**config.mk**
```make
export PLATFORM = sky130hd
export DESIGN_NAME = accel_irq_output_lowg_cfg
export DESIGN_NICKNAME = d
export VERILOG_FILES = /design/src/logic/irq_cfg_pkg.sv /design/src/logic/accel_irq_output_lowg_cfg.sv /design/src/logic/irq_hold_stage.sv /design/src/logic/lowg_detect.sv
export SDC_FILE = /design/constraint.sdc
export NUM_CORES = 1
export LEC_CHECK = 0
export ABC_AREA = 1
export BUFFER_PORTS_ARGS = -buffer_cell sky130_fd_sc_hd__buf_2
export CAP_MARGIN = 20
export CORE_MARGIN = 5
export CORE_UTILIZATION = 65
export CTS_BUF_LIST = sky130_fd_sc_hd__clkbuf_8
export CTS_CLUSTER_DIAMETER = 40
export CTS_CLUSTER_SIZE = 8
export DETAILED_ROUTE_END_ITERATION = 8
export MAX_ROUTING_LAYER = met4
export PLACE_DENSITY_LB_ADDON = 0.25
export SYNTH_ARGS = -nofsm -noshare
export SYNTH_HDL_FRONTEND = slang
export SYNTH_SLANG_ARGS = --single-unit
```
**constraint.sdc**
```tcl
create_clock -name clk -period 5.55 [get_ports clk]
set_input_delay 0.555 -clock clk [delete_from_list [all_inputs] [get_ports clk]]
set_output_delay 0.555 -clock clk [all_outputs]
set_load 0.05 [all_outputs]
```
**src/logic/irq_cfg_pkg.sv**
```systemverilog
package irq_cfg_pkg;

  // register port
  localparam int          ADDR_W          = 8;
  localparam int          DATA_W          = 8;
  localparam logic [7:0]  REG_RSVD        = 8'h1F;
  localparam logic [7:0]  REG_PIN_CFG     = 8'h20;
  localparam logic [7:0]  REG_HOLD        = 8'h21;
  localparam logic [7:0]  REG_LOWG_DELAY  = 8'h22;
  localparam logic [7:0]  REG_LOWG_THR    = 8'h23;
  localparam logic [7:0]  REG_HYST        = 8'h24;

  // reset values
  localparam logic [3:0]  PIN_CFG_RST     = 4'h5;
  localparam logic [3:0]  HOLD_MODE_RST   = 4'h0;
  localparam logic [7:0]  LOWG_DELAY_RST  = 8'h09;
  localparam logic [7:0]  LOWG_THR_RST    = 8'h30;
  localparam logic [1:0]  HIGHG_HY_RST    = 2'h2;
  localparam logic        LOWG_MODE_RST   = 1'b0;
  localparam logic [1:0]  LOWG_HY_RST     = 2'h1;

  // field positions
  localparam int          PIN_A_POL_BIT   = 0;
  localparam int          PIN_A_DRV_BIT   = 1;
  localparam int          PIN_B_POL_BIT   = 2;
  localparam int          PIN_B_DRV_BIT   = 3;
  localparam int          CLEAR_BIT       = 7;
  localparam int          HOLD_MODE_LSB   = 0;
  localparam int          HIGHG_HY_LSB    = 6;
  localparam int          LOWG_MODE_BIT   = 2;
  localparam int          LOWG_HY_LSB     = 0;

  // timing
  localparam int          CLK_HZ          = 40_000_000;
  localparam int          HOLD_TICK_US    = 250;
  localparam int          HOLD_TICK_CYC   = CLK_HZ / 1_000_000 * HOLD_TICK_US;
  localparam int          LOWG_STEP_MS    = 2;
  localparam int          LOWG_STEP_CYC   = CLK_HZ / 1000 * LOWG_STEP_MS;
  localparam int          HOLD_CNT_W      = 16;

  // hold durations in 250 us ticks
  localparam logic [15:0] TICKS_250US     = 16'h0001;
  localparam logic [15:0] TICKS_500US     = 16'h0002;
  localparam logic [15:0] TICKS_1MS       = 16'h0004;
  localparam logic [15:0] TICKS_12MS5     = 16'h0032;
  localparam logic [15:0] TICKS_25MS      = 16'h0064;
  localparam logic [15:0] TICKS_50MS      = 16'h00C8;
  localparam logic [15:0] TICKS_500MS     = 16'h07D0;
  localparam logic [15:0] TICKS_2S        = 16'h1F40;
  localparam logic [15:0] TICKS_4S        = 16'h3E80;
  localparam logic [15:0] TICKS_8S        = 16'h7D00;

  // hysteresis steps in threshold units of 7.81 mg
  localparam logic [4:0]  LOWG_HY_STEP    = 5'h10;
  localparam logic [2:0]  HIGHG_HY_SHIFT  = 3'h4;

  // hold-mode codes
  typedef enum logic [3:0] {
    HOLD_NONE_A  = 4'b0000,
    HOLD_T500MS  = 4'b0010,
    HOLD_T2S     = 4'b0100,
    HOLD_T4S     = 4'b0101,
    HOLD_T8S     = 4'b0110,
    HOLD_LATCH   = 4'b0111,
    HOLD_NONE_B  = 4'b1000,
    HOLD_T250US  = 4'b1001,
    HOLD_T500US  = 4'b1010,
    HOLD_T1MS    = 4'b1011,
    HOLD_T12MS5  = 4'b1100,
    HOLD_T25MS   = 4'b1101,
    HOLD_T50MS   = 4'b1110
  } hold_mode_type;

  // hold length in ticks, zero when the code is not a timed one
  function automatic logic [15:0] hold_ticks(input logic [3:0] mode);
    case (mode)
      HOLD_T500MS: hold_ticks = TICKS_500MS;
      HOLD_T2S:    hold_ticks = TICKS_2S;
      HOLD_T4S:    hold_ticks = TICKS_4S;
      HOLD_T8S:    hold_ticks = TICKS_8S;
      HOLD_T250US: hold_ticks = TICKS_250US;
      HOLD_T500US: hold_ticks = TICKS_500US;
      HOLD_T1MS:   hold_ticks = TICKS_1MS;
      HOLD_T12MS5: hold_ticks = TICKS_12MS5;
      HOLD_T25MS:  hold_ticks = TICKS_25MS;
      HOLD_T50MS:  hold_ticks = TICKS_50MS;
      default:     hold_ticks = 16'h0000;
    endcase
  endfunction

  // true for the two pass-through codes
  function automatic logic is_passthru(input logic [3:0] mode);
    is_passthru = (mode == HOLD_NONE_A) || (mode == HOLD_NONE_B);
  endfunction

endpackage

```
**src/logic/accel_irq_output_lowg_cfg.sv**
```systemverilog
`timescale 1ns/100ps
// interrupt output stage and low-g configuration
module accel_irq_output_lowg_cfg #(
  parameter int AXIS_W    = 10,
  parameter int SRC_N     = 8,
  parameter int TICK_CYC  = irq_cfg_pkg::HOLD_TICK_CYC,
  parameter int STEP_CYC  = irq_cfg_pkg::LOWG_STEP_CYC
) (
  // clock and reset
  input  wire logic                       clk,
  input  wire logic                       resetn,
  // register port
  input  wire logic                       reg_wr,
  input  wire logic                       reg_rd,
  input  wire logic [irq_cfg_pkg::ADDR_W-1:0] reg_addr,
  input  wire logic [irq_cfg_pkg::DATA_W-1:0] reg_wdata,
  output logic [irq_cfg_pkg::DATA_W-1:0]  reg_rdata,
  // acceleration magnitudes and range
  input  wire logic [AXIS_W-1:0]          mag_x,
  input  wire logic [AXIS_W-1:0]          mag_y,
  input  wire logic [AXIS_W-1:0]          mag_z,
  input  wire logic [1:0]                 g_range,
  // other sources and pin mapping, bit 0 is low-g
  input  wire logic [SRC_N-1:1]           irq_src,
  input  wire logic [SRC_N-1:0]           map_pin_a,
  input  wire logic [SRC_N-1:0]           map_pin_b,
  // interrupt pins
  output logic                            first_irq_pin_out,
  output logic                            first_irq_pin_oe,
  output logic                            second_irq_pin_out,
  output logic                            second_irq_pin_oe,
  // derived settings
  output logic [8:0]                      highg_hysteresis_level,
  output logic                            lowg_flag
);
  import irq_cfg_pkg::*;

  localparam int TICK_W = $clog2(TICK_CYC + 1);
  localparam int STEP_W = $clog2(STEP_CYC + 1);

  typedef struct packed {
    logic                pin_a_polarity;
    logic                pin_a_drive_select;
    logic                pin_b_polarity;
    logic                pin_b_drive_select;
    logic [3:0]          hold_mode;
    logic                clear;
    logic [7:0]          lowg_delay;
    logic [7:0]          lowg_threshold;
    logic [1:0]          highg_hysteresis;
    logic                lowg_mode;
    logic [1:0]          lowg_hysteresis;
    logic [TICK_W-1:0]   tick_div;
    logic                tick;
    logic [STEP_W-1:0]   step_div;
    logic                step;
    logic [DATA_W-1:0]   rdata;
    logic                pin_a_out;
    logic                pin_a_oe;
    logic                pin_b_out;
    logic                pin_b_oe;
    logic [8:0]          hy_level;
    logic                lowg;
  } top_regs_type;

  top_regs_type        cur;
  top_regs_type        next_cur;
  logic                lowg_event;
  logic [SRC_N-1:0]    sources;
  logic                raw_a;
  logic                raw_b;
  logic                held_a;
  logic                held_b;

  // pin level and enable, returned as {out, oe}
  function automatic logic [1:0] pin_drive(input logic act, input logic pol,
                                           input logic drv);
    logic lvl;
    lvl = pol ? act : ~act;
    if (drv) begin
      pin_drive = {1'b0, ~lvl};
    end else begin
      pin_drive = {lvl, 1'b1};
    end
  endfunction

  // read-back of one register, reserved and write-only bits as zero
  function automatic logic [DATA_W-1:0] read_reg(input top_regs_type r,
                                                 input logic [ADDR_W-1:0] a);
    read_reg = '0;
    case (a)
      REG_PIN_CFG: begin
        read_reg[PIN_A_POL_BIT] = r.pin_a_polarity;
        read_reg[PIN_A_DRV_BIT] = r.pin_a_drive_select;
        read_reg[PIN_B_POL_BIT] = r.pin_b_polarity;
        read_reg[PIN_B_DRV_BIT] = r.pin_b_drive_select;
      end
      REG_HOLD: begin
        read_reg[HOLD_MODE_LSB +: 4] = r.hold_mode;
      end
      REG_LOWG_DELAY: begin
        read_reg = r.lowg_delay;
      end
      REG_LOWG_THR: begin
        read_reg = r.lowg_threshold;
      end
      REG_HYST: begin
        read_reg[HIGHG_HY_LSB +: 2] = r.highg_hysteresis;
        read_reg[LOWG_MODE_BIT]     = r.lowg_mode;
        read_reg[LOWG_HY_LSB +: 2]  = r.lowg_hysteresis;
      end
      default: begin
        read_reg = '0;
      end
    endcase
  endfunction

  // source vector and pin mapping
  always_comb begin
    sources = {irq_src, lowg_event};
    raw_a   = |(sources & map_pin_a);
    raw_b   = |(sources & map_pin_b);
  end

  // register writes, tick dividers and pin drive
  always_comb begin
    next_cur       = cur;
    next_cur.clear = 1'b0;
    if (reg_wr) begin
      case (reg_addr)
        REG_PIN_CFG: begin
          next_cur.pin_a_polarity     = reg_wdata[PIN_A_POL_BIT];
          next_cur.pin_a_drive_select = reg_wdata[PIN_A_DRV_BIT];
          next_cur.pin_b_polarity     = reg_wdata[PIN_B_POL_BIT];
          next_cur.pin_b_drive_select = reg_wdata[PIN_B_DRV_BIT];
        end
        REG_HOLD: begin
          next_cur.hold_mode = reg_wdata[HOLD_MODE_LSB +: 4];
          next_cur.clear     = reg_wdata[CLEAR_BIT];
        end
        REG_LOWG_DELAY: begin
          next_cur.lowg_delay = reg_wdata;
        end
        REG_LOWG_THR: begin
          next_cur.lowg_threshold = reg_wdata;
        end
        REG_HYST: begin
          next_cur.highg_hysteresis = reg_wdata[HIGHG_HY_LSB +: 2];
          next_cur.lowg_mode        = reg_wdata[LOWG_MODE_BIT];
          next_cur.lowg_hysteresis  = reg_wdata[LOWG_HY_LSB +: 2];
        end
        default: begin
          next_cur.clear = 1'b0;
        end
      endcase
    end
    // read data registered one cycle after the strobe
    if (reg_rd) begin
      next_cur.rdata = read_reg(cur, reg_addr);
    end
    // 250 us tick for the hold timers
    next_cur.tick = 1'b0;
    if (cur.tick_div == TICK_W'(TICK_CYC - 1)) begin
      next_cur.tick_div = '0;
      next_cur.tick     = 1'b1;
    end else begin
      next_cur.tick_div = cur.tick_div + TICK_W'(1);
    end
    // 2 ms step for the low-g delay
    next_cur.step = 1'b0;
    if (cur.step_div == STEP_W'(STEP_CYC - 1)) begin
      next_cur.step_div = '0;
      next_cur.step     = 1'b1;
    end else begin
      next_cur.step_div = cur.step_div + STEP_W'(1);
    end
    // pin drive from held state
    {next_cur.pin_a_out, next_cur.pin_a_oe} =
      pin_drive(held_a, cur.pin_a_polarity, cur.pin_a_drive_select);
    {next_cur.pin_b_out, next_cur.pin_b_oe} =
      pin_drive(held_b, cur.pin_b_polarity, cur.pin_b_drive_select);
    // high-g hysteresis scaled by range
    next_cur.hy_level = 9'(cur.highg_hysteresis) << (HIGHG_HY_SHIFT + 3'(g_range));
    next_cur.lowg     = lowg_event;
  end

  // state register
  always_ff @(posedge clk) begin
    if (!resetn) begin
      cur                    <= '0;
      cur.pin_a_polarity     <= PIN_CFG_RST[PIN_A_POL_BIT];
      cur.pin_a_drive_select <= PIN_CFG_RST[PIN_A_DRV_BIT];
      cur.pin_b_polarity     <= PIN_CFG_RST[PIN_B_POL_BIT];
      cur.pin_b_drive_select <= PIN_CFG_RST[PIN_B_DRV_BIT];
      cur.hold_mode          <= HOLD_MODE_RST;
      cur.lowg_delay         <= LOWG_DELAY_RST;
      cur.lowg_threshold     <= LOWG_THR_RST;
      cur.highg_hysteresis   <= HIGHG_HY_RST;
      cur.lowg_mode          <= LOWG_MODE_RST;
      cur.lowg_hysteresis    <= LOWG_HY_RST;
      cur.pin_a_oe           <= 1'b1;
      cur.pin_b_oe           <= 1'b1;
    end else begin
      cur <= next_cur;
    end
  end

  // low-g detector
  lowg_detect #(
    .AXIS_W          (AXIS_W)
  ) u_lowg (
    .clk             (clk),
    .resetn          (resetn),
    .mag_x           (mag_x),
    .mag_y           (mag_y),
    .mag_z           (mag_z),
    .sum_mode        (cur.lowg_mode),
    .lowg_threshold  (cur.lowg_threshold),
    .lowg_hysteresis (cur.lowg_hysteresis),
    .delay           (cur.lowg_delay),
    .step_tick       (cur.step),
    .lowg_event      (lowg_event)
  );

  // hold stage for the first pin
  irq_hold_stage u_hold_a (
    .clk    (clk),
    .resetn (resetn),
    .mode   (cur.hold_mode),
    .clear  (cur.clear),
    .tick   (cur.tick),
    .raw    (raw_a),
    .held   (held_a)
  );

  // hold stage for the second pin
  irq_hold_stage u_hold_b (
    .clk    (clk),
    .resetn (resetn),
    .mode   (cur.hold_mode),
    .clear  (cur.clear),
    .tick   (cur.tick),
    .raw    (raw_b),
    .held   (held_b)
  );

  // outputs straight from flops
  assign reg_rdata              = cur.rdata;
  assign first_irq_pin_out      = cur.pin_a_out;
  assign first_irq_pin_oe       = cur.pin_a_oe;
  assign second_irq_pin_out     = cur.pin_b_out;
  assign second_irq_pin_oe      = cur.pin_b_oe;
  assign highg_hysteresis_level = cur.hy_level;
  assign lowg_flag              = cur.lowg;

endmodule

```
**src/logic/irq_hold_stage.sv**
```systemverilog
`timescale 1ns/100ps
// holds one pin's interrupt according to the hold mode
module irq_hold_stage (
  // clock and reset
  input  wire logic       clk,
  input  wire logic       resetn,
  // configuration
  input  wire logic [3:0] mode,
  input  wire logic       clear,
  input  wire logic       tick,
  // interrupt in and out
  input  wire logic       raw,
  output logic            held
);
  import irq_cfg_pkg::*;

  typedef enum logic [1:0] {
    ST_IDLE  = 2'b00,
    ST_LATCH = 2'b01,
    ST_TIMED = 2'b10
  } hold_state_type;

  typedef struct packed {
    hold_state_type         state;
    logic [HOLD_CNT_W-1:0]  count;
    logic                   held;
  } hold_regs_type;

  hold_regs_type cur;
  hold_regs_type next_cur;

  // hold sequencing, a new assertion wins over a clear
  always_comb begin
    next_cur = cur;
    if (is_passthru(mode)) begin
      next_cur.state = ST_IDLE;
      next_cur.count = '0;
      next_cur.held  = raw;
    end else begin
      case (cur.state)
        ST_IDLE: begin
          if (raw) begin
            next_cur.held = 1'b1;
            if (hold_ticks(mode) == '0) begin
              next_cur.state = ST_LATCH;
            end else begin
              next_cur.state = ST_TIMED;
              next_cur.count = hold_ticks(mode);
            end
          end else begin
            next_cur.held = 1'b0;
          end
        end
        ST_LATCH: begin
          if (clear && !raw) begin
            next_cur.state = ST_IDLE;
            next_cur.held  = 1'b0;
          end
        end
        ST_TIMED: begin
          if (clear && !raw) begin
            next_cur.state = ST_IDLE;
            next_cur.held  = 1'b0;
            next_cur.count = '0;
          end else if (raw && hold_ticks(mode) != '0) begin
            next_cur.count = hold_ticks(mode);       // retrigger restarts the hold
          end else if (tick) begin
            if (cur.count <= 16'h0001) begin
              next_cur.state = ST_IDLE;
              next_cur.held  = 1'b0;
              next_cur.count = '0;
            end else begin
              next_cur.count = cur.count - 16'h0001;
            end
          end
        end
        default: begin
          next_cur.state = ST_IDLE;
          next_cur.held  = 1'b0;
          next_cur.count = '0;
        end
      endcase
    end
  end

  // state register
  always_ff @(posedge clk) begin
    if (!resetn) begin
      cur <= '{state: ST_IDLE, count: '0, held: 1'b0};
    end else begin
      cur <= next_cur;
    end
  end

  assign held = cur.held;

endmodule

```
**src/logic/lowg_detect.sv**
```systemverilog
`timescale 1ns/100ps
// low-g condition check with persistence delay and hysteresis
module lowg_detect #(
  parameter int AXIS_W = 10
) (
  // clock and reset
  input  wire logic              clk,
  input  wire logic              resetn,
  // acceleration magnitudes in 7.81 mg units
  input  wire logic [AXIS_W-1:0] mag_x,
  input  wire logic [AXIS_W-1:0] mag_y,
  input  wire logic [AXIS_W-1:0] mag_z,
  // configuration
  input  wire logic              sum_mode,
  input  wire logic [7:0]        lowg_threshold,
  input  wire logic [1:0]        lowg_hysteresis,
  input  wire logic [7:0]        delay,
  input  wire logic              step_tick,
  // result
  output logic                   lowg_event
);
  import irq_cfg_pkg::*;

  localparam int SUM_W = AXIS_W + 2;

  typedef struct packed {
    logic [8:0] count;
    logic       active;
  } lowg_regs_type;

  lowg_regs_type      cur;
  lowg_regs_type      next_cur;
  logic [SUM_W-1:0]   limit;
  logic [SUM_W-1:0]   total;
  logic               below;

  // threshold with hysteresis added once asserted
  always_comb begin
    limit = SUM_W'(lowg_threshold);
    if (cur.active) begin
      limit = limit + SUM_W'(lowg_hysteresis) * SUM_W'(LOWG_HY_STEP);
    end
    total = SUM_W'(mag_x) + SUM_W'(mag_y) + SUM_W'(mag_z);
    if (sum_mode) begin
      below = total < limit;
    end else begin
      below = (SUM_W'(mag_x) < limit) && (SUM_W'(mag_y) < limit)
              && (SUM_W'(mag_z) < limit);
    end
  end

  // persistence count in 2 ms steps
  always_comb begin
    next_cur = cur;
    if (!below) begin
      next_cur.count  = '0;
      next_cur.active = 1'b0;
    end else if (!cur.active && step_tick) begin
      if (cur.count == {1'b0, delay}) begin
        next_cur.active = 1'b1;
      end else begin
        next_cur.count = cur.count + 9'h001;
      end
    end
  end

  // state register
  always_ff @(posedge clk) begin
    if (!resetn) begin
      cur <= '{count: '0, active: 1'b0};
    end else begin
      cur <= next_cur;
    end
  end

  assign lowg_event = cur.active;

endmodule

```
======== After elaboration in Yosys (flattened, before gate mapping) ========
Memories as Yosys holds them, arrays and structs flattened. A register that Yosys moved wholly into a read port is not among the register bits.
Cells that the tools add are included.
cells by class
  add/subtract/negate cells ............... 9
  multipliers ............................. 0
  divide/modulo/power cells ............... 0
  $lt $le $gt $ge ......................... 6
  equality and inequality tests ........... 35
  shifts and indexed selects .............. 1
  mux-type cells .......................... 74
  bitwise operators ....................... 10
  reduce and logical (&&, ||, !) cells .... 42
operator list
  operator                 number
  $mux W16                 18
  $pmux W16 S3             2
  $mux W19                 4
  $mux W4                  16
  $eq A8 B6 Y1 const B     5
  $lt A10 B12 Y1           3
  $mux W18                 2
  $le A16 B1 Y1 const B    2
  $logic_not A16 Y1        2
  $reduce_bool A16 Y1      2
  $sub A16 B1 Y16 const B  2
  $ne A4 B2 Y1 const B     5
  $reduce_and A2 Y1        10
  $pmux W2 S3              3
  $add A17 B1 Y17 const B  1
  $eq A17 B17 Y1 const B   1
  $and A8 B8 Y8            2
  $mux W2                  8
  $reduce_and A4 Y1        4
  $reduce_or A8 Y1         2
  $mux W1                  15
  $ne A3 B2 Y1 const B     5
  $pmux W3 S5              1
  $add A14 B1 Y14 const B  1
  30 further kinds         61
word-level totals
  bits in registers ....................... 133
  latch bits .............................. 0
  memory bits (writable) .................. 0
  ROM bits ................................ 1920
  bits of input ports ..................... 75
  output and inout bits ................... 22
  memories ................................ 8
memory list
  memory           depth  bits a word  rd ports  clocked after Yosys merged registers in  wr ports  RTL line           RTL
  (no name shown)  16     15           1         1                                        0         irq_cfg_pkg.sv:76  case (mode)
  (no name shown)  16     15           1         1                                        0         irq_cfg_pkg.sv:76
  (no name shown)  16     15           1         1                                        0         irq_cfg_pkg.sv:76
  (no name shown)  16     15           1         1                                        0         irq_cfg_pkg.sv:76
  (no name shown)  16     15           1         1                                        0         irq_cfg_pkg.sv:76
  (no name shown)  16     15           1         1                                        0         irq_cfg_pkg.sv:76
  2 more memories  n/a    n/a          n/a       n/a                                      n/a       n/a

======== Depth between registers and ports, before layout ========
  depth after elaboration ................. 13
  gate-level depth with buffers ........... 24

======== Modules after synthesis ========
From an unflattened synthesis, not the netlist that was laid out.
unflattened totals
  cell total of the unflattened synthesis .. 1518
  area total of the unflattened synthesis .. 9979.6 sq um
modules (own cells, without submodules)
  module                     instances  cells each  area each (sq um)  sequential area each (sq um)
  irq_hold_stage             2          342         1984.4             380.4
  accel_irq_output_lowg_cfg  1          507         3749.8             1621.6
  lowg_detect                1          327         2260.9             200.2

======== Worst setup path before layout ========
No wires, ideal clock.
  kind .................................... input to register
  start ................................... in mag_x[0]
  end ..................................... reg u_lowg.cur[1] (netlist name)
  data arrival time ....................... 3.554 ns
  data required time ...................... 5.482 ns
  path slack .............................. 1.928 ns
  stages on the path ...................... 23
  cell sequence ........................... ha_1 -> fa_1 -> a31oi_1 -> xnor2_1 -> ha_1 -> a21oi_1 -> o21ai_0 -> a21oi_1 -> nor2_1 -> nor2_1 -> xnor2_1 -> ha_1 -> nand2_1 -> inv_1 -> nor3_1 -> nand2_1 -> nand2_1 -> nand2_1 -> nor2_1 -> nand2_1 -> nand2_1 -> nand3_2 -> nor2_1
on the way
  longest elaborated chain between the ends .. 5
  elaborated cells on any way between the ends .. 8
  classes of those cells .................. add/sub: 2; order compare: 2; mux: 1; reduce/logical: 3
RTL lines
  element                                                         RTL line                              RTL
  start, declared                                                 accel_irq_output_lowg_cfg.sv:19       input wire logic [AXIS_W-1:0] mag_x,
  $add A10 B10 Y11 / $lt A10 B12 Y1 (equally long branches)       lowg_detect.sv:43, lowg_detect.sv:47
  $add A12 B10 Y12 / $logic_and A1 B1 Y1 (equally long branches)  lowg_detect.sv:43, lowg_detect.sv:47
  $lt A12 B12 Y1 / $logic_and A1 B1 Y1 (equally long branches)    lowg_detect.sv:45, lowg_detect.sv:48
  $mux W1 (*)                                                     lowg_detect.sv:44                     if (sum_mode) begin
  $reduce_and A2 Y1 (no source line) (*)                          n/a
  end signal, assigned                                            lowg_detect.sv:70                     cur <= '{count: '0, active: 1'b0};
  end signal, assigned                                            lowg_detect.sv:72                     cur <= next_cur;
  end, declared                                                   lowg_detect.sv:31                     lowg_regs_type cur;
Every way passes the cells marked *; elsewhere a longest branch is shown, timed or not.
A chain may end at the register's enable or synchronous reset.

======== Worst setup path after layout ========
  start ................................... in mag_x[0]
  end ..................................... reg u_lowg.cur[8] (netlist name)
The elaborated chain is that of the path after synthesis.

==> reports/metrics.yaml <==
grt_pass1_wl_mm: 39.1
hp-start: "reg_wdata[5]"
grt_pass1_vias: 8424
clkSinkCount: 143
critPathKind: "primary input to register"
drtIter0Drc: 780
pwr_density_cell_nw_per_um2: 214
leakage_nw: 5.02
crit_path_end_kind: "register"
wl_per_cell_um: 13.6
cp_common_cell: "nand2_1"
yosys-top-cells-count: "nand2_1, inv_1, nor2_1"
dp_hpwl_mm: 17.7
antenna_found_initial: 0
synthDistinctLibCells: 55
max-cap-violations: 0
yosysSeqAreaShare_pct: 29.9
r2r-start: "cur[55]$_SDFFE_PN1P_"
syn_area_um2: 9590
rrSetupSlack_ns: 2.25
hold_end: "cur[65]$_SDFFE_PN1P_"
grt_use_total_pct: 27.2
total_power_mw: 2.23
rr_worst_depth: 13
die_x_um: 131
finClkSkew_ns: 0.0117
crit_path_max_fanout: 10
synth_top_cell_by_area: "dfxtp_1"
n_antenna_cell: 0
startpoint_type: "primary input"
cts_tree: "built"
die_area_um2: 17300
drv_slew: 0
finalCritPeriodShare_pct: 67.8
io_buffers: 92
synth_cells: 1432
post-route-drc-count: 0
synthArstFlopShare_pct: 0
cts_resized: 0
ys_seq_elements: 143
clockRootBuffer: "clkbuf_8"
yosysMostFrequentCell: "nand2_1"
fin_setup_tns_ns: 0
initial_utilization_pct: 66.2
slew_headroom_pct: 44.3
finalNonFillerCells: 1708
r2r_end: "u_lowg.cur[8]$_SDFFE_PN0P_"
ys_warn_count: 0
synth_flop_cell: "dfxtp_1"
holdPathStages: 3
tightest_slew_ns: 0.826
post_cts_buffers: 0
synth.top_cells.by_area: "dfxtp_1, nand2_1, ha_1"
critPathMaxStageDelay_ns: 0.48
required_ns: 5.95
min_period_ns: 3.76
drt_pass1_iterations: 5
setup_violations: 0
path_cells: "buf_2 -> ha_1 -> fa_1 -> a31oi_1 -> xnor2_1 -> ha_1 -> a21oi_1 -> o21ai_0 -> a21oi_1 -> nor2_1 -> nor2_1 -> xnor2_1 -> ha_1 -> nand2_1 -> nor2_1 -> nor3_1 -> nand2_1 -> nand2_1 -> nand2_1 -> nor2_1 -> nand2_1 -> nand2_1 -> nand3_2 -> nor2_1"
die_h_um: 131
synth.avg_cell_area_um2: 6.70
crit_slowest_cell: "fa_1"
status: "finished, final reports clean"
synth_top_area_share_pct: 29.9
min_path_type: "primary input to register"
finalWirelength_mm: 23.2
cts_inserted_buffers: 17
cts.clk_slew.worst_paths_ns: 0.09
std_cell_rows: 44
rsz0062_at_grt: "false"
fp.coreArea_um2: 14500
max_freq_ghz: 0.266
vias_per_cell: 5.42
irDropWorstVdd_v: 0.000256
synth_edf_count: 0
overflow: 0
htree_levels: 4
clk_latency_ns: 0.46
area_growth_pct: 8.76
ctsHoldBuffers: 0
cts_buffer_depth: 2
drtAntennaViolNets: 0
pin_count: 97
grt_max_degree: 42
drive_above_1_share_pct: 12.9
routed-via-count: 9259
hold_viol_final: 0
cp_data_arrival_time_ns: 4.16
globalplace.congestion: 0.952
nets: 1657
dpl.cell_count: 1676
-- layout make-up --
type,instances,area [µm²]
flip-flops and latches,143,2860
clock buffers,18,248
fillers,1247,4050
clock inverters,14,118
repair buffers,93,468
well taps,184,230
multi-input cells,1065,5780
inverters,191,723
-- placed cells by master, fill, tap and decap left out, drive strengths merged, types with 3 or more instances in the layout --
| cell | instances |
|---|---|
| o211ai | 8 |
| or2 | 13 |
| xor2 | 39 |
| xnor2 | 14 |
| clkbuf | 18 |
| nand2 | 382 |
| nor2 | 193 |
| dfxtp | 143 |
| nor3b | 6 |
| a31oi | 6 |
| fa | 3 |
| ha | 68 |
| nor4 | 6 |
| o221ai | 3 |
| inv | 199 |
| buf | 93 |
| o22ai | 7 |
| a21oi | 92 |
| nand4 | 16 |
| nand3 | 98 |
| nand3b | 3 |
| o21ai | 73 |
| conb | 4 |
| clkinv | 5 |
| nor3 | 20 |
-- power breakdown --
| group | internal, mW | leakage [nW] | switching (mW) |
|---|---|---|---|
| Combinational | 0.156 | 3.68 | 0.245 |
| Sequential | 1.03 | 1.16 | 0.00614 |
| Clock | 0.336 | 0.191 | 0.451 |
| Total | 1.53 | 5.02 | 0.702 |
-- metrics by stage --
step	hold WS (ns)	setup slack [ns]	cell area, µm²	utilization (%)
2_1_floorplan	0.389	1.93	9600	-
3_3_place_gp	0.409	1.44	10100	69.5
3_5_place_dp	0.423	1.32	10100	69.5
4_1_cts	0.335	1.81	10400	72.0
5_1_grt	0.348	1.39	10400	72.0
6_report	0.358	1.79	10400	72.0
-- cells by family after synthesis --
logic type | synth area share, %
AO/OA/AOI/OAI | 11.7
XOR/XNOR | 4.84
adder cells (fa/ha/maj) | 9.50
buffers and inverters | 9.99
flip-flops | 29.9
other | 0.0391
AND/OR/NAND/NOR | 34.1
-- per-layer routing --
| layer | share of wire, % | up-vias | GRT usage [%] |
|---|---|---|---|
| li1 | - | 4748 | - |
| met2 | 46 | 271 | 42.7 |
| met5 | 0 | - | - |
| met1 | 46 | 4203 | 36.1 |
| met3 | 6.5 | 37 | 5.16 |
| met4 | 1.8 | 0 | 7.49 |
-- flip-flops by register name, summed over array words and instances, names as in the netlist, named ones only --
signal and cells:
u_hold_a.held 1, u_hold_b.cur 18, reg_rdata 8, lowg_flag 1
u_lowg.lowg_event 1, second_irq_pin_oe 1, highg_hysteresis_level 5, u_hold_a.cur 18
u_lowg.cur 9, u_hold_b.held 1, first_irq_pin_out 1, second_irq_pin_out 1
cur 63, first_irq_pin_oe 1
-- worst max path at each step --
stage	cells after the start	slack, ns	from	endpoint
after floorplan	23	1.93	mag_x[0]	u_lowg.cur[1]$_SDFFE_PN0P_
after global placement	24	1.44	mag_x[0]	u_lowg.cur[6]$_SDFFE_PN0P_
after detailed placement	24	1.32	mag_x[0]	u_lowg.cur[8]$_SDFFE_PN0P_
after CTS	24	1.81	mag_x[0]	u_lowg.cur[8]$_SDFFE_PN0P_
after global routing	24	1.39	mag_x[0]	u_lowg.cur[8]$_SDFFE_PN0P_
final	24	1.79	mag_x[0]	u_lowg.cur[8]$_SDFFE_PN0P_
-- worst max-delay path, delay by kind of cell --
| kind | cells | cell delay, ns |
|---|---|---|
| compound gates | 4 | 0.67 |
| simple gates | 13 | 1.24 |
| buf+inv | 1 | 0.10 |
| xor+xnor | 2 | 0.31 |
| fa+ha+maj | 4 | 1.29 |
No activity file was read; power rests on OpenSTA's default activity.
